## config.mk

```make
export PLATFORM = sky130hd
export DESIGN_NAME = msp_packet_output
export DESIGN_NICKNAME = d
export VERILOG_FILES = /design/src/shared/msp_pkg.sv /design/src/design/msp_manchester_mon.sv /design/src/design/msp_packet_output.sv
export VERILOG_INCLUDE_DIRS = /design/src /design/src/shared
export SDC_FILE = /design/constraint.sdc
export NUM_CORES = 1
export LEC_CHECK = 0
export BUFFER_PORTS_ARGS = -buffer_cell sky130_fd_sc_hd__buf_2
export CORE_MARGIN = 2
export CORE_UTILIZATION = 53
export DETAILED_ROUTE_END_ITERATION = 16
export GPL_TIMING_DRIVEN = 1
export PLACE_DENSITY = 0.85
export SETUP_SLACK_MARGIN = 0.15
export SLEW_MARGIN = 10
export SYNTH_ARGS = -nofsm -noshare
export SYNTH_HDL_FRONTEND = slang
export SYNTH_SLANG_ARGS = --single-unit
```

## constraint.sdc

```tcl
create_clock -name sys_clk -period 4.4 [get_ports sys_clk]
set_input_delay 0.88 -clock sys_clk [delete_from_list [all_inputs] [get_ports sys_clk]]
set_output_delay 0.88 -clock sys_clk [all_outputs]
set_load 0.03 [all_outputs]
```

## src/shared/msp_map.svh

```systemverilog
// constants of the management serial packet output
// Operation
// - drive management receive clock only while a port receives; otherwise inactive.
// - change management receive data on the falling edge of that clock.
// - send received data as NRZ while receiving; data line inactive otherwise.
// - stream is the received packet followed by a status field about it.
// - drive carrier sense as framing enable while receiving; otherwise the pin is input.
// - drive enable high whenever the external transceiver should transmit the bus lines.
// - compress the current packet when compress input is low during carrier sense.
// - compress input tied low compresses every packet; tied high inhibits compression.
// - present received data in Manchester format on a dedicated test output.
// - while reset/mode-load is low, all state and outputs are reset and held inactive.
`ifndef MSP_MAP_SVH
`define MSP_MAP_SVH

// =====================================================================
// timing
`define MSP_SYS_CLK_MHZ   125
`define MSP_BIT_TIME_NS   100
// half a status bit, longest time so rounded down, never below one cycle
`define MSP_HALF_BIT_CYC  (((`MSP_BIT_TIME_NS * `MSP_SYS_CLK_MHZ) / 2000) < 1 ? 1 : \
                           ((`MSP_BIT_TIME_NS * `MSP_SYS_CLK_MHZ) / 2000))

// =====================================================================
// frame layout
`define MSP_STATUS_BITS   8
`define MSP_COMP_BITS     512

`endif

```

## src/shared/msp_pkg.sv

```systemverilog
// types of the management serial packet output
package msp_pkg;

  // =====================================================================
  // frame sequencer states
  typedef enum logic [1:0] {
    msp_idle,
    msp_pkt,
    msp_skip,
    msp_stat
  } msp_state_t;

endpackage : msp_pkg

```

## src/design/msp_manchester_mon.sv

```systemverilog
// manchester re-encoder for the receive test monitor
`timescale 1ns/10ps
`default_nettype none

module msp_manchester_mon (
  // clock and reset
  input  wire logic sys_clk,
  input  wire logic rst_n,
  input  wire logic ce,
  // synchronised decoded stream
  input  wire logic rx_active,
  input  wire logic nrz_clk,
  input  wire logic nrz_data,
  // test output
  output logic      rx_manchester_monitor
);

  // clock low marks the first half of a bit cell, so data xor clock gives
  // the true value then the complement, the usual manchester sense
  always_ff @(posedge sys_clk or negedge rst_n) begin
    if (!rst_n) begin
      rx_manchester_monitor <= 1'b0;
    end else if (ce) begin
      rx_manchester_monitor <= rx_active & (nrz_data ^ nrz_clk);
    end
  end

endmodule : msp_manchester_mon

`default_nettype wire

```

## src/design/msp_packet_output.sv

```systemverilog
// management bus serial packet output with status trailer and compression
`timescale 1ns/10ps
`default_nettype none
`include "msp_map.svh"

module msp_packet_output
  import msp_pkg::*;
#(
  parameter int STATUS_BITS  = `MSP_STATUS_BITS,
  parameter int COMP_BITS    = `MSP_COMP_BITS,
  parameter int HALF_BIT_CYC = `MSP_HALF_BIT_CYC
) (
  // clock, reset, enable
  input  wire logic                   sys_clk,
  input  wire logic                   rst_n,
  input  wire logic                   ce,
  // receiving port, from port logic on sys_clk
  input  wire logic                   rx_active,
  input  wire logic [STATUS_BITS-1:0] status_word,
  // decoded receive stream, from the decoder's own clock
  input  wire logic                   rx_dec_clk,
  input  wire logic                   rx_dec_data,
  // management receive clock pin
  output logic                        mgmt_rx_clock_o,
  output logic                        mgmt_rx_clock_oe,
  // management receive data pin
  output logic                        mgmt_rx_data_o,
  output logic                        mgmt_rx_data_oe,
  // management carrier sense pin
  input  wire logic                   mgmt_carrier_sense_i,
  output logic                        mgmt_carrier_sense_o,
  output logic                        mgmt_carrier_sense_oe,
  // transceiver enable and compress request
  output logic                        mgmt_bus_drive_enable,
  input  wire logic                   packet_compress_n,
  // status towards the rest of the device
  output logic                        mgmt_bus_busy,
  output logic                        compressing,
  // test monitor
  output logic                        rx_manchester_monitor
);

  localparam int CW = $clog2(COMP_BITS + 1);
  localparam int SW = $clog2(STATUS_BITS + 1);
  localparam int DW = $clog2(HALF_BIT_CYC + 1);

  // =====================================================================
  // edge decoding of the synchronised decoder clock, used for data capture, bit counting, sequencing and the pin clock
  function automatic logic rise(input logic now, input logic was);
    rise = now & ~was;
  endfunction : rise

  function automatic logic fall(input logic now, input logic was);
    fall = ~now & was;
  endfunction : fall

  // =====================================================================
  // synchronisers: bit 0 decoded clock, 1 decoded data, 2 carrier sense in,
  // 3 compress request; first stage is read by the second stage only
  logic [3:0] async_in;
  logic [3:0] sync1_r;
  logic [3:0] sync2_r;
  logic       clk_d_r;

  assign async_in = {packet_compress_n, mgmt_carrier_sense_i, rx_dec_data, rx_dec_clk};

  genvar gi;
  generate
    for (gi = 0; gi < 4; gi++) begin : g_sync
      always_ff @(posedge sys_clk or negedge rst_n) begin
        if (!rst_n) begin
          sync1_r[gi] <= (gi == 3) ? 1'b1 : 1'b0;
          sync2_r[gi] <= (gi == 3) ? 1'b1 : 1'b0;
        end else if (ce) begin
          sync1_r[gi] <= async_in[gi];
          sync2_r[gi] <= sync1_r[gi];
        end
      end
    end
  endgenerate

  // previous decoded clock level for edge finding
  always_ff @(posedge sys_clk or negedge rst_n) begin
    if (!rst_n) begin
      clk_d_r <= 1'b0;
    end else if (ce) begin
      clk_d_r <= sync2_r[0];
    end
  end

  logic dec_rise;
  logic dec_fall;
  assign dec_rise = rise(sync2_r[0], clk_d_r);
  assign dec_fall = fall(sync2_r[0], clk_d_r);

  // =====================================================================
  // state
  msp_state_t              state_r;
  logic                    clk_r;
  logic                    data_r;
  logic                    hold_r;
  logic                    comp_r;
  logic [CW-1:0]           bit_cnt_r;
  logic [SW-1:0]           stat_cnt_r;
  logic [DW-1:0]           div_r;
  logic [STATUS_BITS-1:0]  shift_r;
  logic                    busy_r;
  logic                    driving;
  logic                    div_wrap;

  assign driving  = (state_r != msp_idle);
  assign div_wrap = (div_r == DW'(HALF_BIT_CYC - 1));

  // decoded data is taken on the decoder clock's rising edge, where it is
  // stable, and only moved onto the pin at the following falling edge
  always_ff @(posedge sys_clk or negedge rst_n) begin
    if (!rst_n) begin
      hold_r <= 1'b0;
    end else if (ce && dec_rise) begin
      hold_r <= sync2_r[1];
    end
  end

  // frame sequencer: packet, optional skip after compression, status trailer
  always_ff @(posedge sys_clk or negedge rst_n) begin
    if (!rst_n) begin
      state_r <= msp_idle;
    end else if (ce) begin
      case (state_r)
        msp_idle: begin
          // another device owns carrier sense: do not fight it on the bus
          if (rx_active && !busy_r) begin
            state_r <= msp_pkt;
          end
        end
        msp_pkt: begin
          if (!rx_active) begin
            state_r <= msp_stat;
          end else if (comp_r && dec_fall && bit_cnt_r >= CW'(COMP_BITS)) begin
            state_r <= msp_skip;
          end
        end
        msp_skip: begin
          if (!rx_active) begin
            state_r <= msp_stat;
          end
        end
        msp_stat: begin
          if (div_wrap && clk_r && stat_cnt_r == SW'(STATUS_BITS)) begin
            state_r <= msp_idle;
          end
        end
        default: begin
          state_r <= msp_idle;
        end
      endcase
    end
  end

  // compression request is sampled only while carrier sense is driven;
  // it sticks for the rest of the frame
  always_ff @(posedge sys_clk or negedge rst_n) begin
    if (!rst_n) begin
      comp_r <= 1'b0;
    end else if (ce) begin
      if (state_r == msp_idle) begin
        comp_r <= 1'b0;
      end else if (state_r == msp_pkt && !sync2_r[3]) begin
        comp_r <= 1'b1;
      end
    end
  end

  // packet bits forwarded, saturating at the compression length
  always_ff @(posedge sys_clk or negedge rst_n) begin
    if (!rst_n) begin
      bit_cnt_r <= '0;
    end else if (ce) begin
      if (state_r == msp_idle) begin
        bit_cnt_r <= '0;
      end else if (state_r == msp_pkt && dec_fall && bit_cnt_r < CW'(COMP_BITS)) begin
        bit_cnt_r <= bit_cnt_r + CW'(1);
      end
    end
  end

  // status trailer timebase: the decoder clock may stop after the packet,
  // so the trailer is clocked from a divider of sys_clk
  always_ff @(posedge sys_clk or negedge rst_n) begin
    if (!rst_n) begin
      div_r <= '0;
    end else if (ce) begin
      if (state_r != msp_stat || div_wrap) begin
        div_r <= '0;
      end else begin
        div_r <= div_r + DW'(1);
      end
    end
  end

  // status word is captured as the packet ends and sent lsb first
  always_ff @(posedge sys_clk or negedge rst_n) begin
    if (!rst_n) begin
      shift_r    <= '0;
      stat_cnt_r <= '0;
    end else if (ce) begin
      if (state_r != msp_stat) begin
        shift_r    <= status_word;
        stat_cnt_r <= '0;
      end else if (div_wrap && clk_r && stat_cnt_r != SW'(STATUS_BITS)) begin
        shift_r    <= shift_r >> 1;
        stat_cnt_r <= stat_cnt_r + SW'(1);
      end
    end
  end

  // =====================================================================
  // pin clock and data: both change together at the clock's falling edge
  always_ff @(posedge sys_clk or negedge rst_n) begin
    if (!rst_n) begin
      clk_r  <= 1'b0;
      data_r <= 1'b0;
    end else if (ce) begin
      case (state_r)
        msp_pkt: begin
          if (!rx_active) begin
            clk_r <= 1'b1;                                      // trailer starts high
          end else if (dec_rise) begin
            clk_r <= 1'b1;
          end else if (dec_fall) begin
            clk_r  <= 1'b0;
            data_r <= hold_r;
          end
        end
        msp_skip: begin
          // compressed tail: clock parked low so no bit is sampled; data holds,
          // since a move here would change the line without a clock fall
          clk_r <= rx_active ? 1'b0 : 1'b1;
        end
        msp_stat: begin
          if (div_wrap) begin
            clk_r <= ~clk_r;
            if (clk_r) begin
              data_r <= (stat_cnt_r == SW'(STATUS_BITS)) ? 1'b0 : shift_r[0];
            end
          end
        end
        default: begin
          clk_r  <= 1'b0;
          data_r <= 1'b0;
        end
      endcase
    end
  end

  // carrier sense seen from others, only meaningful while we do not drive
  always_ff @(posedge sys_clk or negedge rst_n) begin
    if (!rst_n) begin
      busy_r <= 1'b0;
    end else if (ce) begin
      busy_r <= ~driving & sync2_r[2];
    end
  end

  // =====================================================================
  // pin drivers
  assign mgmt_rx_clock_o       = clk_r;
  assign mgmt_rx_clock_oe      = driving;
  assign mgmt_rx_data_o        = data_r;
  assign mgmt_rx_data_oe       = driving;
  assign mgmt_carrier_sense_o  = driving;
  assign mgmt_carrier_sense_oe = driving;
  assign mgmt_bus_drive_enable = driving;
  assign mgmt_bus_busy         = busy_r;
  assign compressing           = comp_r;

  // test monitor of the receiving port's data
  msp_manchester_mon u_mon (
    .sys_clk               (sys_clk),
    .rst_n                 (rst_n),
    .ce                    (ce),
    .rx_active             (rx_active),
    .nrz_clk               (sync2_r[0]),
    .nrz_data              (sync2_r[1]),
    .rx_manchester_monitor (rx_manchester_monitor)
  );

endmodule : msp_packet_output

`default_nettype wire

```

==> impl_metrics.toml <==
[routing]
wl_per_cell_um = 15.0
vias = 1629
drtIter0Drc = 106
drc_errors = 0
drt_first_pass_iters = 4
postRouteAntennaNets = 0
drt-vias-per-instance = 5.78
drt-total-wl_mm = 4.24

[layout]
nets = 257
regArea_sq_um = 1050
syn_to_final_growth_pct = 9.52
layout-drive-gt1-share_pct = 16.8
fin_cells = 282
multiInputGateArea_sq_um = 1040
fill_cells = 347
utilization_pct = 60.4
antenna_cells = 0

[worst_setup_path]
timing.rr.end = "stat_cnt_r[2]"
crit_type = "register to primary output"
r2r_slack_ns = 2.02
end_kind = "primary output"
worstPathMaxFanout = 9
required_ns = 3.52
cp-start-kind = "register"
critical_path.startpoint = "state_r[0]"
reg2regPathDepth = 6
arrival_ns = 1.62
reg2reg_from = "stat_cnt_r[0]"

[global_route]
grt_pass1_vias = 1521
grt_overflow = 0
grt_max_degree = 43
antenna_found_initial = 0
grt_usage_pct = 20.3
grt_first_pass_wirelength_mm = 6.98

[min_path]
min_from = "sync1_r[3]"
hold_end = "sync2_r[3]"
hold_path_depth = 2
hp-class = "register to register"

[placed_design]
hpwl_mm = 2.99
gp_congestion = 0.793
dp.cells = 274
place_ws_ns = 2.03
port_buffers = 25

[timing]
setup_ws_ns = 1.90
grt_setup_unrepaired = "no"
whs_ns = 0.483
setup_viol = 0
fin_crit_sh_pct = 56.8
tightestPinTransition_ns = 0.978
setup_tns_ns = 0
period_minus_slack_ns = 2.50
maxSlewViolCount = 0
hold_viol_final = 0
fmax_ghz = 0.400
relSlewSlack_pct = 34.4
worst_clock_skew_ns = 0.00965

[clock_network]
cts-root-buf = "clkbuf_8"
cts.sinks = 42
numCtsBuffers = 5
h-tree-depth = 2
clk_latency_ns = 0.30
cts_hold_buf = 0
post-cts-setup-buffer-count = 0
cts_max_path_buffers = 2
cts_resized = 0
cts_tree = "yes"
cts.reportedPaths.clkPinSlew_ns = 0.07

[synthesis]
synth_edf_count = 0
yosysTopAreaCellShare_pct = 45.1
synthesis.nets = 238
synth_cell_types = 49
async_reset_ff_share_pct = 100
ys_warn_count = 0
ys_top_cells_by_count = "40 x dfrtp_1, 14 x nand2_1, 11 x a21oi_1, 11 x inv_1"
yosysTopAreaCell = "dfrtp_1"
synth-seq-cells = 42
ys_seq_area_share_pct = 47.4
synth.most_common_cell = "dfrtp_1"
syn_area_per_cell_sq_um = 10.5
synthTopCellsByArea = "dfrtp_1 45%, ha_1 5.6%, mux2_1 5.1%"
synthFlopType = "dfrtp_1"
syn_area_sq_um = 2220
syn_inst = 212

[power]
p_leak_uw = 0.00111
power_density_nw_per_um2 = 555
vdd_ir_drop_max_uv = 307

[die]
ios = 26
core-area_sq_um = 4030
dieHeight_um = 68.7
rows = 23
die_area_sq_um = 4720
fp.dieW_um = 68.7
initial_core_util_pct = 55.1

[outcome]
outcome = "complete, no violations"

[run]
maxCapViolCount = 0
[routing by layer]
metal / track usage (%) / share of wire (%)
met1: 25.5 / 43
met2: 33.9 / 48
met3: 3.08 / 5.6
met4: 10.3 / 2.7
met5: 0 / 0
[sequential cells by signal (all words and copies together) (netlist names)]
register,count
mgmt_rx_data_o,1
sync2_r,4
state_r,2
mgmt_rx_clock_o,1
div_r,3
compressing,1
clk_d_r,1
bit_cnt_r,10
hold_r,1
u_mon.rx_manchester_monitor,1
stat_cnt_r,4
sync1_r,4
mgmt_bus_busy,1
shift_r,8
[where the power goes]
| group | internal [uW] | leakage [uW] | total, uW | switching (uW) |
|---|---|---|---|---|
| clock network | 127 | 0.0000482 | 254 | 128 |
| logic | 198 | 0.000534 | 535 | 337 |
| registers | 484 | 0.000526 | 561 | 76.8 |
[cell families after synthesis]
logic type | after synthesis | synth area share, %
AOI/OAI and AO/OA | 54 | 16.8
buffers and inverters | 27 | 5.58
xor gates and xnor gates | 5 | 1.97
and+or+nand+nor | 54 | 13.0
muxes | 20 | 9.58
adders and majority gates | 10 | 5.63
DFF | 42 | 47.4
[through the flow]
stage / power (uW) / cell area (sq um)
2_1_floorplan: 988 / 2220
3_3_place_gp: 1070 / 2340
3_5_place_dp: 1100 / 2340
4_1_cts: 1360 / 2430
5_1_grt: 1440 / 2430
6_report: 1350 / 2430
[how the worst max path moves through the flow]
stage	slack, ns	cells after the start	endpoint
2_1_floorplan	2.18	5	mgmt_carrier_sense_o
4_1_cts	1.91	4	mgmt_rx_data_oe
3_3_place_gp	2.08	4	mgmt_rx_data_o
5_1_grt	1.80	4	mgmt_rx_clock_oe
3_5_place_dp	2.03	6	stat_cnt_r[2]
6_report	1.90	4	mgmt_rx_data_oe
[area by class of cell]
type	count	share of cell area, %
flip-flops and latches	42	43.3
multi-input cells	143	42.9
repair buffers	26	5.45
clock buffers	7	3.55
well taps	50	2.57
inverters	13	2.01
clock inverters	1	0.206
[worst max-delay path, stage by stage (launching register included)]
cell,delay (ns)
dfrtp_1,0.41
inv_1,0.13
ha_1,0.43
inv_2,0.15
buf_2,0.21
[cell usage in the layout, fill, tap and decap left out, types with 9 or more instances in the layout]
master	instances
a21oi_1	11
buf_2	25
mux2_1	10
mux2i_1	10
ha_1	10
dfrtp_1	40
inv_1	11
nand2_1	14
o21ai_1	9
(Power assumes the default switching activity.)
